### src/irb_params.svh
/*
  Constants for the infrared code to serial bridge: timing figures, decoder
  thresholds and code translation values.
  Assumes a 100 MHz reference clock and the includer's own module scope.
*/
// What this block does
// - Send 9600 baud, 8N1, LSB first
// - Serial output idles high
// - Request low from ready to stop or abort
// - Never start while clear-to-send high
// - Discard byte after 2 s hold-off
// - Clear-to-send checked only before start bit
// - Infrared low means carrier present
// - Indicator high from code until sent or discarded
// - Keys 99999 give 100 ms high pulse
// - Common control codes become ASCII values
// - Retransmit only validly decoded codes
// - Own power-on reset, no external needed
// - Forward code to ASCII translation table
// - Reverse ASCII to code translation table
// - Top data bit always sent zero
// - Pulse infrared pin high before measuring
`ifndef IRB_PARAMS_SVH
`define IRB_PARAMS_SVH

// ---------------------------------------------------------------------------
// Clock and serial timing
// ---------------------------------------------------------------------------
`define IRB_CLK_HZ        100000000
`define IRB_BAUD          9600
`define IRB_TICK_US       100
`define IRB_TIMEOUT_MS    2000
`define IRB_PULSE_MS      100
`define IRB_POR_CYCLES    16
`define IRB_DATA_BITS     8

// ---------------------------------------------------------------------------
// Decoder thresholds in 100 us ticks of low or high level, frame bits and nine-key run
// ---------------------------------------------------------------------------
`define IRB_HDR_MIN       20
`define IRB_HDR_MAX       28
`define IRB_ONE_MIN       9
`define IRB_ONE_MAX       15
`define IRB_ZERO_MIN      3
`define IRB_GAP_MAX       10
`define IRB_FRAME_BITS    12
`define IRB_NINE_KEY      7'h08
`define IRB_NINE_RUN      5

// ---------------------------------------------------------------------------
// Translation values
// ---------------------------------------------------------------------------
`define IRB_KEY_LAST      7'h08
`define IRB_KEY_ZERO      7'h09
`define IRB_KEY_ENTER     7'h0B
`define IRB_KEY_POWER     7'h15
`define IRB_KEY_JUMP      7'h3B
`define IRB_ASC_ONE       7'h31
`define IRB_ASC_EIGHT     7'h38
`define IRB_ASC_NINE      7'h39
`define IRB_ASC_ZERO      7'h30
`define IRB_ASC_CR        7'h0D
`define IRB_ASC_DOT       7'h2E
`define IRB_ASC_BS        7'h08

`endif

### src/irb_pkg.sv
/*
  Types shared by the bridge: state enumerations of the decoder and sender.
  Assumes nothing of its surroundings.
*/
package irb_pkg;

  // -------------------------------------------------------------------------
  // State types
  // -------------------------------------------------------------------------
  typedef enum logic [2:0] {TX_IDLE, TX_WAIT, TX_START, TX_DATA, TX_STOP} irb_tx_state_t;
  typedef enum logic [1:0] {DEC_HUNT, DEC_HEAD, DEC_GAP, DEC_BIT} irb_dec_state_t;

endpackage
### src/irb_bridge.sv
/*
  Infrared remote code to serial bridge: pulse-width decoder, code
  translator, one-byte buffer, 8N1 sender with request/clear handshake,
  code indicator and a timed pulse on the nine-nine-nine-nine-nine sequence.
  Assumes the infrared receiver output and clear-to-send are synchronous
  to ref_clk; the pin driver merges irOut and irOe with the receiver.
*/
`include "irb_params.svh"

module irb_bridge #(
  parameter int BaudCycles    = (`IRB_CLK_HZ + `IRB_BAUD / 2) / `IRB_BAUD,
  parameter int TickCycles    = `IRB_TICK_US * (`IRB_CLK_HZ / 1000000),
  parameter int TimeoutTicks  = `IRB_TIMEOUT_MS * 1000 / `IRB_TICK_US,
  parameter int PulseTicks    = `IRB_PULSE_MS * 1000 / `IRB_TICK_US,
  parameter int FifoDepth     = 4
) (
  input  wire logic ref_clk,
  input  wire logic resetn,
  input  wire logic irIn,
  output logic      irOut,
  output logic      irOe,
  output logic      txOut,
  output logic      rtsN,
  input  wire logic ctsN,
  output logic      codeReceivedIndicator,
  output logic      auxResetPulse
);
  import irb_pkg::*;

  irb_tx_state_t  txState_q;
  irb_dec_state_t decState_q;
  logic [4:0]     porCnt_q;
  logic           run;
  logic [15:0]    divCnt_q;
  logic           tick;
  logic [4:0]     lenCnt_q;
  logic [3:0]     bitCnt_q;
  logic [11:0]    frame_q;
  logic           codeValid_q;
  logic [6:0]     code_q;
  logic           fifoInReady;
  logic           fifoOutValid;
  logic [7:0]     fifoOutData;
  logic           accept;
  logic           pop;
  logic [15:0]    baudCnt_q;
  logic           baudEnd;
  logic [2:0]     bitIdx_q;
  logic [7:0]     shift_q;
  logic [15:0]    waitCnt_q;
  logic [2:0]     nineCnt_q;
  logic [15:0]    pulseCnt_q;
  logic           nineHit;

  // -------------------------------------------------------------------------
  // Internal power-on reset
  // -------------------------------------------------------------------------
  // Holds everything quiet for a few cycles even if resetn is tied high
  always_ff @(posedge ref_clk or negedge resetn) begin
    if (!resetn) begin
      porCnt_q <= '0;
    end else if (porCnt_q != 5'(`IRB_POR_CYCLES)) begin
      porCnt_q <= porCnt_q + 1'b1;
    end
  end
  assign run = (porCnt_q == 5'(`IRB_POR_CYCLES));

  // -------------------------------------------------------------------------
  // Measurement tick and pin refresh
  // -------------------------------------------------------------------------
  always_ff @(posedge ref_clk or negedge resetn) begin
    if (!resetn) begin
      divCnt_q <= '0;
    end else if (!run || divCnt_q == 16'(TickCycles - 1)) begin
      divCnt_q <= '0;
    end else begin
      divCnt_q <= divCnt_q + 1'b1;
    end
  end
  assign tick = run && (divCnt_q == 16'(TickCycles - 1));

  // One-cycle high drive just before each sample resets the input trigger
  always_ff @(posedge ref_clk or negedge resetn) begin
    if (!resetn) begin
      irOe <= 1'b0;
    end else begin
      irOe <= run && (divCnt_q == 16'(TickCycles - 3));
    end
  end
  assign irOut = 1'b1;

  // -------------------------------------------------------------------------
  // Pulse-width decoder
  // -------------------------------------------------------------------------
  // Low input is carrier; header, then 12 bits of low width 0.6 or 1.2 ms
  always_ff @(posedge ref_clk or negedge resetn) begin
    if (!resetn) begin
      decState_q  <= DEC_HUNT;
      lenCnt_q    <= '0;
      bitCnt_q    <= '0;
      frame_q     <= '0;
      codeValid_q <= 1'b0;
    end else begin
      codeValid_q <= 1'b0;
      if (tick) begin
        case (decState_q)
          DEC_HUNT: begin
            lenCnt_q <= 5'd1;
            if (!irIn) begin
              decState_q <= DEC_HEAD;
            end
          end
          DEC_HEAD: begin
            if (!irIn) begin
              lenCnt_q <= lenCnt_q + 1'b1;
              if (lenCnt_q >= 5'(`IRB_HDR_MAX)) begin
                decState_q <= DEC_HUNT;
              end
            end else if (lenCnt_q >= 5'(`IRB_HDR_MIN)) begin
              decState_q <= DEC_GAP;
              lenCnt_q   <= 5'd1;
              bitCnt_q   <= '0;
            end else begin
              decState_q <= DEC_HUNT;
            end
          end
          DEC_GAP: begin
            if (irIn) begin
              lenCnt_q <= lenCnt_q + 1'b1;
              if (lenCnt_q >= 5'(`IRB_GAP_MAX)) begin
                decState_q <= DEC_HUNT;
              end
            end else begin
              decState_q <= DEC_BIT;
              lenCnt_q   <= 5'd1;
            end
          end
          DEC_BIT: begin
            if (!irIn) begin
              lenCnt_q <= lenCnt_q + 1'b1;
              if (lenCnt_q >= 5'(`IRB_ONE_MAX)) begin
                decState_q <= DEC_HUNT;
              end
            end else if (lenCnt_q < 5'(`IRB_ZERO_MIN)) begin
              decState_q <= DEC_HUNT;
            end else begin
              // Widths between the two bands count as a one
              frame_q  <= {(lenCnt_q >= 5'(`IRB_ONE_MIN - 2)), frame_q[11:1]};
              bitCnt_q <= bitCnt_q + 1'b1;
              lenCnt_q <= 5'd1;
              if (bitCnt_q == 4'(`IRB_FRAME_BITS - 1)) begin
                codeValid_q <= 1'b1;            // Only complete frames count
                decState_q  <= DEC_HUNT;
              end else begin
                decState_q <= DEC_GAP;
              end
            end
          end
          default: decState_q <= DEC_HUNT;
        endcase
      end
    end
  end
  // Command sits in the first seven bits sent, least significant first
  assign code_q = frame_q[6:0];

  // -------------------------------------------------------------------------
  // Translation
  // -------------------------------------------------------------------------
  function automatic logic [6:0] xlate(input logic [6:0] c);
    logic [6:0] r;
    r = c;                                                   // Others pass
    if (c <= `IRB_KEY_LAST) begin
      r = c + `IRB_ASC_ONE;
    end else if (c == `IRB_KEY_ZERO) begin
      r = `IRB_ASC_ZERO;
    end else if (c == `IRB_KEY_ENTER) begin
      r = `IRB_ASC_CR;
    end else if (c == `IRB_KEY_POWER) begin
      r = `IRB_ASC_DOT;
    end else if (c == `IRB_KEY_JUMP) begin
      r = `IRB_ASC_BS;
    end else if (c >= `IRB_ASC_ONE && c <= `IRB_ASC_EIGHT) begin
      r = c - `IRB_ASC_ONE;
    end else if (c == `IRB_ASC_NINE) begin
      r = `IRB_KEY_JUMP;
    end else if (c == `IRB_ASC_ZERO) begin
      r = `IRB_KEY_ZERO;
    end else if (c == `IRB_ASC_CR) begin
      r = `IRB_KEY_ENTER;
    end else if (c == `IRB_ASC_DOT) begin
      r = `IRB_KEY_POWER;
    end
    return r;
  endfunction

  // -------------------------------------------------------------------------
  // Pending byte buffer
  // -------------------------------------------------------------------------
  // New codes are dropped while a byte is pending, so one byte at most
  assign accept = codeValid_q && fifoInReady && !fifoOutValid && (txState_q == TX_IDLE);
  assign pop    = (txState_q == TX_IDLE) && fifoOutValid;

  irb_fifo #(
    .Width (`IRB_DATA_BITS),
    .Depth (FifoDepth)
  ) uFifo (
    .ref_clk  (ref_clk),
    .resetn   (resetn),
    .inValid  (accept),
    .inReady  (fifoInReady),
    .inData   ({1'b0, xlate(code_q)}),
    .outValid (fifoOutValid),
    .outReady (pop),
    .outData  (fifoOutData)
  );

  // -------------------------------------------------------------------------
  // Serial sender
  // -------------------------------------------------------------------------
  assign baudEnd = (baudCnt_q == 16'(BaudCycles - 1));

  // Bit timer restarts on each state change
  always_ff @(posedge ref_clk or negedge resetn) begin
    if (!resetn) begin
      baudCnt_q <= '0;
    end else if (txState_q == TX_IDLE || txState_q == TX_WAIT || baudEnd) begin
      baudCnt_q <= '0;
    end else begin
      baudCnt_q <= baudCnt_q + 1'b1;
    end
  end

  // Sequence: wait for clear, start, 8 data, stop
  always_ff @(posedge ref_clk or negedge resetn) begin
    if (!resetn) begin
      txState_q <= TX_IDLE;
      shift_q   <= '0;
      bitIdx_q  <= '0;
      waitCnt_q <= '0;
    end else begin
      case (txState_q)
        TX_IDLE: begin
          waitCnt_q <= '0;
          if (pop) begin
            shift_q   <= fifoOutData;
            txState_q <= TX_WAIT;
          end
        end
        TX_WAIT: begin
          // Clear-to-send is looked at only here
          if (!ctsN) begin
            txState_q <= TX_START;
          end else if (waitCnt_q == 16'(TimeoutTicks)) begin
            txState_q <= TX_IDLE;                            // Byte discarded
          end else if (tick) begin
            waitCnt_q <= waitCnt_q + 1'b1;
          end
        end
        TX_START: begin
          bitIdx_q <= '0;
          if (baudEnd) begin
            txState_q <= TX_DATA;
          end
        end
        TX_DATA: begin
          if (baudEnd) begin
            shift_q  <= {1'b0, shift_q[7:1]};                // LSB first
            bitIdx_q <= bitIdx_q + 1'b1;
            if (bitIdx_q == 3'(`IRB_DATA_BITS - 1)) begin
              txState_q <= TX_STOP;
            end
          end
        end
        TX_STOP: begin
          if (baudEnd) begin
            txState_q <= TX_IDLE;
          end
        end
        default: txState_q <= TX_IDLE;
      endcase
    end
  end

  // Registered line, request and indicator outputs
  always_ff @(posedge ref_clk or negedge resetn) begin
    if (!resetn) begin
      txOut                 <= 1'b1;
      rtsN                  <= 1'b1;
      codeReceivedIndicator <= 1'b0;
    end else begin
      txOut <= (txState_q == TX_START) ? 1'b0 :
               (txState_q == TX_DATA)  ? shift_q[0] : 1'b1;  // Idle mark
      // Low through the stop bit, released only once back in idle
      rtsN  <= (txState_q == TX_IDLE) && !pop;
      codeReceivedIndicator <= accept || fifoOutValid ||
                               (txState_q != TX_IDLE);
    end
  end

  // -------------------------------------------------------------------------
  // Nine-sequence pulse
  // -------------------------------------------------------------------------
  assign nineHit = codeValid_q && (code_q == `IRB_NINE_KEY) &&
                   (nineCnt_q == 3'(`IRB_NINE_RUN - 1));

  // Any other valid key breaks the run
  always_ff @(posedge ref_clk or negedge resetn) begin
    if (!resetn) begin
      nineCnt_q <= '0;
    end else if (codeValid_q) begin
      nineCnt_q <= (code_q != `IRB_NINE_KEY || nineHit) ? '0 : nineCnt_q + 1'b1;
    end
  end

  // Width counted in ticks; a repeat while active restarts the pulse
  always_ff @(posedge ref_clk or negedge resetn) begin
    if (!resetn) begin
      pulseCnt_q    <= '0;
      auxResetPulse <= 1'b0;
    end else if (nineHit) begin
      pulseCnt_q    <= '0;
      auxResetPulse <= 1'b1;
    end else if (auxResetPulse && tick) begin
      pulseCnt_q <= pulseCnt_q + 1'b1;
      if (pulseCnt_q == 16'(PulseTicks - 1)) begin
        auxResetPulse <= 1'b0;
      end
    end
  end

  // -------------------------------------------------------------------------
  // Assertions
  // -------------------------------------------------------------------------
  property p_idle_mark;
    @(posedge ref_clk) disable iff (!resetn)
    $past(txState_q) inside {TX_IDLE, TX_WAIT, TX_STOP} |-> txOut;
  endproperty
  a_idle_mark: assert property (p_idle_mark) else $error("line not high outside frame");

  property p_rts_wait;
    @(posedge ref_clk) disable iff (!resetn)
    txState_q != TX_IDLE |=> !rtsN;
  endproperty
  a_rts_wait: assert property (p_rts_wait) else $error("request high during send");

  property p_no_start_held;
    @(posedge ref_clk) disable iff (!resetn)
    txState_q == TX_WAIT && ctsN |=> txState_q != TX_START;
  endproperty
  a_no_start_held: assert property (p_no_start_held) else $error("started while held off");

  property p_timeout;
    @(posedge ref_clk) disable iff (!resetn)
    txState_q == TX_WAIT && ctsN && waitCnt_q == 16'(TimeoutTicks) |=> txState_q == TX_IDLE;
  endproperty
  a_timeout: assert property (p_timeout) else $error("byte not discarded on timeout");

  property p_frame_done;
    @(posedge ref_clk) disable iff (!resetn)
    $rose(txState_q == TX_START) |-> (txState_q != TX_WAIT && txState_q != TX_IDLE) [*8];
  endproperty
  a_frame_done: assert property (p_frame_done) else $error("frame abandoned");

  property p_msb_zero;
    @(posedge ref_clk) disable iff (!resetn)
    txState_q == TX_DATA && bitIdx_q == 3'd7 |=> !txOut;
  endproperty
  a_msb_zero: assert property (p_msb_zero) else $error("top data bit not zero");

  property p_indicator;
    @(posedge ref_clk) disable iff (!resetn)
    accept |=> codeReceivedIndicator throughout (txState_q != TX_STOP) [*3];
  endproperty
  a_indicator: assert property (p_indicator) else $error("indicator dropped early");

  property p_pulse;
    @(posedge ref_clk) disable iff (!resetn)
    nineHit |=> auxResetPulse && pulseCnt_q == '0;
  endproperty
  a_pulse: assert property (p_pulse) else $error("nine run gave no pulse");

  property p_por_quiet;
    @(posedge ref_clk) disable iff (!resetn)
    !run |-> rtsN && !codeReceivedIndicator && txOut && !irOe;
  endproperty
  a_por_quiet: assert property (p_por_quiet) else $error("outputs active in power-on reset");

  property p_one_pending;
    @(posedge ref_clk) disable iff (!resetn)
    txState_q != TX_IDLE |-> !fifoOutValid;
  endproperty
  a_one_pending: assert property (p_one_pending) else $error("second byte accepted");

endmodule

### src/irb_fifo.sv
/*
  Small first-in first-out buffer with valid and ready on both sides.
  Assumes one clock and an asynchronous active-low reset.
*/
module irb_fifo #(
  parameter int Width = 8,
  parameter int Depth = 4
) (
  input  wire logic             ref_clk,
  input  wire logic             resetn,
  input  wire logic             inValid,
  output logic                  inReady,
  input  wire logic [Width-1:0] inData,
  output logic                  outValid,
  input  wire logic             outReady,
  output logic      [Width-1:0] outData
);

  localparam int AW = (Depth > 1) ? $clog2(Depth) : 1;

  logic [Width-1:0] mem [Depth];
  logic [AW-1:0]    wrPtr_q;
  logic [AW-1:0]    rdPtr_q;
  logic [AW:0]      count_q;
  logic             push;
  logic             pop;

  // -------------------------------------------------------------------------
  // Handshake
  // -------------------------------------------------------------------------
  assign inReady  = (count_q != (AW+1)'(Depth));
  assign outValid = (count_q != '0);
  assign push     = inValid && inReady;
  assign pop      = outValid && outReady;
  assign outData  = mem[rdPtr_q];

  // Storage, no reset needed since reads are gated by count
  always_ff @(posedge ref_clk) begin
    if (push) begin
      mem[wrPtr_q] <= inData;
    end
  end

  // Pointers wrap at the depth, which need not be a power of two
  always_ff @(posedge ref_clk or negedge resetn) begin
    if (!resetn) begin
      wrPtr_q <= '0;
      rdPtr_q <= '0;
    end else begin
      if (push) begin
        wrPtr_q <= (wrPtr_q == AW'(Depth-1)) ? '0 : wrPtr_q + 1'b1;
      end
      if (pop) begin
        rdPtr_q <= (rdPtr_q == AW'(Depth-1)) ? '0 : rdPtr_q + 1'b1;
      end
    end
  end

  // Fill level
  always_ff @(posedge ref_clk or negedge resetn) begin
    if (!resetn) begin
      count_q <= '0;
    end else if (push && !pop) begin
      count_q <= count_q + 1'b1;
    end else if (pop && !push) begin
      count_q <= count_q - 1'b1;
    end
  end

endmodule

### config.mk
export PLATFORM = sky130hd
export DESIGN_NAME = irb_bridge
export DESIGN_NICKNAME = d
export VERILOG_FILES = /design/src/irb_pkg.sv /design/src/irb_bridge.sv /design/src/irb_fifo.sv
export VERILOG_INCLUDE_DIRS = /design/src
export SDC_FILE = /design/constraint.sdc
export NUM_CORES = 1
export LEC_CHECK = 0
export BUFFER_PORTS_ARGS = -buffer_cell sky130_fd_sc_hd__buf_2
export CAP_MARGIN = 20
export CORE_MARGIN = 2
export CORE_UTILIZATION = 30
export CTS_CLUSTER_SIZE = 12
export DETAILED_ROUTE_END_ITERATION = 16
export GPL_TIMING_DRIVEN = 0
export SYNTH_ARGS = -nofsm -noshare
export SYNTH_HDL_FRONTEND = slang
export SYNTH_SLANG_ARGS = --single-unit
### constraint.sdc
create_clock -name ref_clk -period 2.7 [get_ports ref_clk]
set_clock_uncertainty 0.15 [all_clocks]
set_input_delay 0 -clock ref_clk [delete_from_list [all_inputs] [get_ports ref_clk]]
set_output_delay 0 -clock ref_clk [all_outputs]
set_load 0.02 [all_outputs]
==> results of run 1 <==
[critical path, stage by stage, from the launching register on]
cell and delay, ns:
dfrtp_1 0.36, clkbuf_2 0.18, or3_4 0.38, nor4_4 0.20
nand2_1 0.12, inv_2 0.11, ha_4 0.14, inv_1 0.05
fa_1 0.37, xor2_1 0.17, nor2_1 0.14, xor2_1 0.15
[layer usage]
metal	wire, um	part of all wire	global-route usage	vias to the layer above
met4	206	0.014	0.0431	0
met2	6950	0.46	0.188	50
li1	-	-	-	2743
met1	7510	0.50	0.164	2683
met3	350	0.023	0.0250	15
met5	0	0	0	-
[report_power, final]
part	total (mW)	switching (mW)	leakage, nW	internal [mW]
clock	2.21	1.01	0.263	1.20
sequential	2.28	0	1.91	2.28
combinational	0.0559	0.0406	1.49	0.0153
total	4.55	1.05	3.66	3.50
[cell usage in the layout (no fill, tap or decap), types with 8 or more instances in the layout]
cell type  count
xor2_1        17
nand3_1       34
nor4_1        15
inv_6          8
and3_1        14
nand2_1       52
inv_1         32
dfrtp_1      116
mux2_2        13
clkbuf_16     17
mux2i_1        8
ha_1          27
clkbuf_1      16
or3_1         14
a21oi_1       38
xnor2_1       36
nor3_1        22
nor2_1        71
nand4_1       25
o21ai_0       33
edfxtp_1      28
buf_2         12
[registers in the layout, indices dropped and copies added (netlist names), 2 cells and up]
register,count
baudCnt_q,16
porCnt_q,5
bitIdx_q,3
nineCnt_q,3
txState_q,3
shift_q,7
waitCnt_q,16
lenCnt_q,5
divCnt_q,16
uFifo.count_q,3
uFifo.rdPtr_q,2
decState_q,2
uFifo.mem,28
bitCnt_q,4
frame_q,12
pulseCnt_q,16
uFifo.wrPtr_q,2
[area by class of cell]
class,instances,area share
flip-flops and latches,149,0.438
clock inverters,14,0.0129
inverters,33,0.0140
repair buffers,16,0.0168
multi-input cells,528,0.407
well taps,330,0.0467
plain buffers,29,0.0153
clock buffers,18,0.0486
[worst max path at each step]
| stage | start | endpoint | slack [ns] | cells past startpoint |
|---|---|---|---|---|
| 2_1_floorplan | txState_q[2]$_DFFE_PN0P_ | uFifo.count_q[2]$_DFFE_PN0P_ | 0.10 | 11 |
| 3_3_place_gp | txState_q[0]$_DFFE_PN0P_ | uFifo.count_q[2]$_DFFE_PN0P_ | -0.26 | 11 |
| 3_5_place_dp | txState_q[0]$_DFFE_PN0P_ | uFifo.count_q[2]$_DFFE_PN0P_ | -0.29 | 11 |
| 4_1_cts | txState_q[1]$_DFFE_PN0P_ | uFifo.count_q[2]$_DFFE_PN0P_ | 0.005 | 11 |
| 5_1_grt | porCnt_q[0]$_DFFE_PN0N_ | frame_q[10]$_DFFE_PN0P_ | 0.006 | 8 |
| 6_report | txState_q[0]$_DFFE_PN0P_ | uFifo.count_q[2]$_DFFE_PN0P_ | 0.13 | 11 |
[logic make-up after synthesis]
kind of cell	Yosys count
and+or+nand+nor	304
DFF	149
AOI/OAI and AO/OA	113
buffers and inverters	64
xor gates and xnor gates	53
adders and majority gates	29
muxes	28
other	1
[stage by stage]
stage	std cells	setup TNS [ns]	power (mW)	instance area [sq um]
floorplan	741	0	2.33	7680
CTS	1118	0	4.62	8790
global route	1117	0	4.71	8840
detailed placement	1080	-0.523	2.38	8170
finish	1117	0	4.55	8840
global placement	1079	-22.49	2.37	8130
[what timing repair did]
item	4_1_cts	5_1_grt
buffers inserted	1	1
hold buffers	5	0
hold endpoints to repair	124	0
resized for setup	5	18
pin swaps	2	5
cloned	0	0
setup endpoints to repair	2	50
==> qor.yml, run 1 <==
final_core_util: 0.351
grt_pass1_wl_mm: 26.0
synth_area_per_cell_sq_um: 10.4
dp_worst_setup_slack_ns: -0.290
ys_ff_latch: 149
drt_iter0_markers: 331
path_class: "reg -> reg"
drive_gt1_frac: 0.125
worstMarginPinSlew_ns: 0.665
nets: 807
hold_ws_ns: 0.315
synthAdderAreaFrac: 0.0482
whs_path_depth: 1
async_reset_ff_frac: 0.812
ys_seq_area_frac: 0.504
dieWidth_um: 164
first_pass_iters: 4
via_per_inst: 4.92
grt_pass1_vias: 5314
die_y_um: 164
place.gp.congestion: 0.795
yosys.area_share.xor_xnor: 0.0604
fill_cells: 2537
io_pins: 10
cts_sinks: 149
htree_levels: 4
ir_drop_mv: 0.429
portBuffers: 8
regArea_sq_um: 3870
dpl.hpwl_mm: 10.2
grt_max_degree: 96
antenna_left: 0
rows: 58
worst_ep_arrival_time_ns: 2.77
synthSimpleGateAreaFrac: 0.214
die_area_sq_um: 26900
cellPowerDensity_nw_per_um2: 515
numCtsBuffers: 17
cap_violations: 0
yosys.area.top_type: "dfrtp_1"
status: "completed"
p_leak_nw: 3.66
wl_mm: 15.0
startpoint_type: "flip-flop"
multi_input_area_sq_um: 3600
synth_top_area_frac: 0.388
ys_types: 67
finalHoldViolCount: 0
end_kind: "flip-flop"
cts_buffer_depth: 2
holdPathEnd: "porCnt_q[4]$_DFFE_PN0N_"
via_count: 5491
grt_overflow: 0
min_period_ns: 2.57
cts_tree: "built"
hold_start: "porCnt_q[4]$_DFFE_PN0N_"
clk_latency_ns: 0.43
yosysWarnings: 0
synth_most_common_cell: "dfrtp_1"
netlist_instances: 741
regToRegEndpoint: "uFifo.count_q[2]$_DFFE_PN0P_"
grt_antenna_before_repair: 0
placeableCoreArea_sq_um: 25200
synth_edf_count: 28
fin_crit_sh: 0.952
synth_flop_cell: "dfrtp_1"
areaGrowthSynthToFinish_pct: 15.1
synth_common_cells: "dfrtp_1, nor2_1, nand2_1"
slew_headroom: 0.556
setup_viol: 0
r2r_start: "txState_q[0]$_DFFE_PN0P_"
max_freq_ghz: 0.389
finalWorstSetupSlack_ns: 0.131
hp-class: "reg -> reg"
start_util: 0.305
synth_nets: 774
muxShareOfSynthArea: 0.0500
maxSlewViolCount: 0
r2r_slack_ns: 0.13
crit_required_ns: 2.90
wl_per_cell_um: 13.4
synth-compound-area-share: 0.0889
rsz0062_at_grt: "no"
track_usage: 0.120
r2r_cells: 11
drc: 0
clk_pin_slew_ns: 0.07
ys_top_cells_by_area: "dfrtp_1, edfxtp_1, ha_1"
antenna_cells: 0
cts_root_buf: "clkbuf_16"
crit_fanout: 10
netlist_area_sq_um: 7680
synth_top_family_by_area: "simple AND/OR/NAND/NOR gates"
Note: power is estimated with default switching activity, not from simulation.
==> inputs of run 2 (changes only) <==
Settings changed: CTS_BUF_LIST from default to sky130_fd_sc_hd__clkbuf_4, HOLD_SLACK_MARGIN from default to 0.12.
==> qor.yml, run 2 (synthesized netlist as in run 1, its figures left out) <==
fin_crit_sh: 0.962
worstMarginPinSlew_ns: 0.633
p_sw_uw: 928
portBuffers: 8
via_per_inst: 4.93
crit_fanout: 10
finalHoldViolCount: 0
worst_ep_arrival_time_ns: 2.93
via_count: 5510
drc: 0
dieWidth_um: 164
cts_root_buf: "clkbuf_4"
drive_gt1_frac: 0.127
min_period_ns: 2.60
final_common_cell: "dfrtp_1"
nets: 807
numCtsBuffers: 17
grt_max_degree: 96
hp-class: "in -> reg"
regMostFlops: "uFifo.mem"
slew_headroom: 0.567
clk_pin_slew_ns: 0.15
seqPwrFrac: 0.630
crit_chain: "or3_4 > nor4_4 > nand2_1 > inv_2 > ha_4 > inv_1 > fa_1 > xor2_1 > nor2_1 > xor2_1"
path_class: "reg -> reg"
setup_viol: 0
grt_antenna_before_repair: 1
status: "completed"
die_y_um: 164
clk_latency_ns: 0.56
drt_iter0_markers: 309
maxSlewViolCount: 0
largest_reg_flops: 28
cts_buffer_depth: 2
grt_overflow: 0
first_pass_iters: 4
rsz0062_at_grt: "yes"
cap_violations: 0
cpPeakStageDelay_ns: 0.50
track_usage: 0.118
pwr-share-clk: 0.355
start_util: 0.305
cts_sinks: 149
p_comb_frac: 0.015
dpl.hpwl_mm: 10.2
fin_setup_tns_ns: 0
p_int_mw: 2.70
p_leak_nw: 3.53
grt_pass1_vias: 5299
critPathLaunch: "txState_q[0]$_DFFE_PN0P_"
crit_required_ns: 3.03
finalWorstSetupSlack_ns: 0.103
path_common_cell: "xor2_1"
end_kind: "flip-flop"
ir_drop_mv: 0.178
finalNonFillerCells: 1118
dp_worst_setup_slack_ns: -0.290
hold_start: "ctsN"
grt_pass1_wl_mm: 25.7
place.gp.congestion: 0.795
areaGrowthSynthToFinish_pct: 11.3
startpoint_type: "flip-flop"
most-common-layout-cells: "dfrtp_1, nor2_1, nand2_1, a21oi_1, xnor2_1"
wl_mm: 14.8
cellPowerDensity_nw_per_um2: 424
cts_tree: "built"
placeableCoreArea_sq_um: 25200
r2r_start: "txState_q[0]$_DFFE_PN0P_"
antenna_left: 0
max_freq_ghz: 0.385
die_area_sq_um: 26900
dp.cells: 1080
wl_per_cell_um: 13.2
htree_levels: 4
io_pins: 10
swShare: 0.256
cp_slowest_cell: "dfrtp_2"
rows: 58
run 2: cell type report:
class | instances | area [sq um]
Sequential cell | 149 | 3880
Clock inverter | 14 | 114
Multi-Input combinational cell | 528 | 3600
Buffer | 29 | 135
Inverter | 33 | 124
Tap cell | 330 | 413
Fill cell | 2567 | 16600
Clock buffer | 18 | 135
Timing Repair Buffer | 16 | 149
Antenna cell | 1 | 2.50
run 2: timing repair:
item                       in CTS  in global routing
hold endpoints to repair      158                  0
cloned                          0                  0
resized for setup               3                 23
pin swaps                       3                  5
hold buffers                    5                  0
setup buffers                   2                  0
setup endpoints to repair       2                 54
run 2: per-layer routing:
metal	GRT usage	routed length [um]
met1	0.162	7340
met2	0.186	6920
met3	0.0273	377
met4	0.0319	151
met5	0	0
run 2: final timing paths:
kind | endpoint | slack (ns) | depth (start not counted)
max in group asynchronous | txOut$_DFF_PN1_ | 1.43 | 5
min in group asynchronous | pulseCnt_q[12]$_DFFE_PN0P_ | 0.28 | 4
worst min register to register | porCnt_q[4]$_DFFE_PN0N_ | 0.32 | 1
worst max-delay path | uFifo.count_q[2]$_DFFE_PN0P_ | 0.10 | 10
worst max register to register | uFifo.count_q[2]$_DFFE_PN0P_ | 0.10 | 10
worst min-delay path | txState_q[1]$_DFFE_PN0P_ | 0.20 | 5
run 2: through the flow:
stage / instance area [sq um] / hold slack [ns] / utilization / power, mW
3_5_place_dp: 8170 / -0.265 / 0.324 / 2.38
3_3_place_gp: 8130 / 0.217 / 0.323 / 2.37
5_1_grt: 8550 / 0.187 / 0.339 / 3.80
6_report: 8550 / 0.199 / 0.339 / 3.63
4_1_cts: 8500 / 0.166 / 0.337 / 3.69
2_1_floorplan: 7680 / -0.446 / - / 2.33
run 2: power groups by stage:
stage	Combinational, mW	Sequential (mW)	Clock [mW]
2_1_floorplan	0.00453	2.33	0
3_3_place_gp	0.0461	2.33	0
3_5_place_dp	0.0518	2.33	0
4_1_cts	0.0599	2.28	1.35
5_1_grt	0.0656	2.28	1.45
6_report	0.0554	2.28	1.29
run 2: worst max-delay path: cells and delay by family (launching register included):
family	cells	cell delay [ns]
fa+ha+maj	2	0.51
simple gates	4	0.89
buf+inv	2	0.15
xor+xnor	2	0.32
flops	1	0.50
==> inputs of run 3 (changes only) <==
Settings changed: CELL_PAD_IN_SITES_DETAIL_PLACEMENT from default to 1, CELL_PAD_IN_SITES_GLOBAL_PLACEMENT from default to 2, CTS_BUF_LIST sky130_fd_sc_hd__clkbuf_4 to sky130_fd_sc_hd__clkbuf_16, PLACE_DENSITY_LB_ADDON from default to 0.1, RECOVER_POWER from default to 25.
==> qor.yml, run 3 (synthesized netlist as in run 1, its figures left out) <==
startpoint_type: "flip-flop"
rsz0062_at_grt: "yes"
most-common-layout-cells: "dfrtp_1, nor2_1, nand2_1, a21oi_1, xnor2_1"
dpl.hpwl_mm: 13.1
hp-class: "in -> reg"
io_pins: 10
grt_overflow: 0
path_class: "reg -> reg"
power_mw: 4.85
met1_usage: 0.197
crit_fanout: 10
drt_iter0_markers: 177
track_usage: 0.151
largest_reg_flops: 28
crit_required_ns: 2.90
maxSlewViolCount: 0
grtUsageMet2: 0.256
finalHoldViolCount: 0
status: "completed"
ir_drop_mv: 0.296
grt_pass1_wl_mm: 32.0
rows: 58
globalRoute.busiestLayer: "met2"
cap_violations: 0
clk_pin_slew_ns: 0.07
place.gp.congestion: 0.823
numCtsBuffers: 17
die_area_sq_um: 26900
final_core_util: 0.354
htree_levels: 4
slew_headroom: 0.151
first_pass_iters: 4
via_count: 5654
placeableCoreArea_sq_um: 25200
hold_ws_ns: 0.330
wl_mm: 18.7
portBuffers: 8
clk_latency_ns: 0.43
worst_ep_arrival_time_ns: 2.85
setup_viol: 0
nets: 811
cts_sinks: 149
cellPowerDensity_nw_per_um2: 544
drc: 0
max_freq_ghz: 0.377
grt_max_degree: 89
areaGrowthSynthToFinish_pct: 16.1
dieWidth_um: 164
cts_buffer_depth: 2
drive_gt1_frac: 0.128
fin_crit_sh: 0.982
antenna_left: 0
via_per_inst: 5.04
final_common_cell: "dfrtp_1"
end_kind: "flip-flop"
grt_antenna_before_repair: 0
cts_tree: "built"
min_period_ns: 2.65
worstMarginPinSlew_ns: 1.27
start_util: 0.305
die_y_um: 164
use_met3: 0.0253
regMostFlops: "uFifo.mem"
grt_pass1_vias: 6147
antenna_cells: 0
p_leak_nw: 3.72
wl_per_cell_um: 16.6
cts_root_buf: "clkbuf_16"
-- run 3: changes by cell type in the layout (fill, tap and decap cells not counted), moves of 4 or more --
| cell | delta |
|---|---|
| buf_2 | -7 |
| clkbuf_16 | +17 |
| clkbuf_2 | +4 |
| clkbuf_4 | -16 |
| inv_6 | -4 |
| buf_4 | +5 |
-- run 3: final timing paths --
| check | startpoint | to | slack (ns) | cells past startpoint |
|---|---|---|---|---|
| worst min register to register | porCnt_q[4]$_DFFE_PN0N_ | porCnt_q[4]$_DFFE_PN0N_ | 0.34 | 1 |
| worst max register to register | txState_q[1]$_DFFE_PN0P_ | uFifo.count_q[2]$_DFFE_PN0P_ | 0.05 | 11 |
| worst min-delay path | ctsN | txState_q[1]$_DFFE_PN0P_ | 0.33 | 5 |
| worst max-delay path | txState_q[1]$_DFFE_PN0P_ | uFifo.count_q[2]$_DFFE_PN0P_ | 0.05 | 11 |
| min in group asynchronous | resetn | rtsN$_DFF_PN1_ | 0.66 | 3 |
| max in group asynchronous | resetn | frame_q[1]$_DFFE_PN0P_ | 0.31 | 4 |
-- run 3: worst max-delay path, cell delays in order, from the launching register on --
cell     delay, ns
dfrtp_1       0.36
buf_4         0.16
or3_4         0.40
nor4_4        0.22
nand2_1       0.15
inv_2         0.11
ha_4          0.14
inv_1         0.05
fa_1          0.37
xor2_1        0.18
nor2_1        0.14
xor2_1        0.15
-- run 3: area by class of cell --
| class | instances | area (sq um) |
|---|---|---|
| inverters | 33 | 124 |
| fillers | 2788 | 16300 |
| repair buffers | 21 | 138 |
| clock inverters | 15 | 196 |
| flip-flops and latches | 149 | 3870 |
| clock buffers | 17 | 425 |
| well taps | 330 | 413 |
| multi-input cells | 528 | 3610 |
| plain buffers | 28 | 136 |
-- run 3: per-stage QoR --
step                      setup TNS, ns  cells  area [sq um]  setup WS, ns
after CTS                       -0.0738   1119          8890       -0.0738
final                                 0   1121          8920        0.0473
after global routing             -0.165   1121          8920       -0.0752
after global placement           -28.35   1079          8130        -0.363
after floorplan                       0    741          7680         0.102
after detailed placement          -3.36   1080          8170        -0.469
-- run 3: repair_timing --
| action | 4_1_cts | 5_1_grt |
|---|---|---|
| hold endpoints to repair | 132 | 0 |
| setup endpoints to repair | 37 | 66 |
| setup buffers | 3 | 4 |
| gates resized for setup | 10 | 24 |
| hold buffers | 5 | 0 |
| pin swaps | 3 | 4 |
-- run 3: power by group --
part / total [mW] / switching (mW) / internal, mW
Clock: 2.52 / 1.04 / 1.48
Combinational: 0.0507 / 0.0424 / 0.00821
Sequential: 2.28 / 0 / 2.28
-- run 3: metal layers --
layer / vias up / part of all wire
li1: 2742 / -
met1: 2858 / 0.48
met2: 37 / 0.49
met3: 17 / 0.016
met4: 0 / 0.016
met5: - / 0
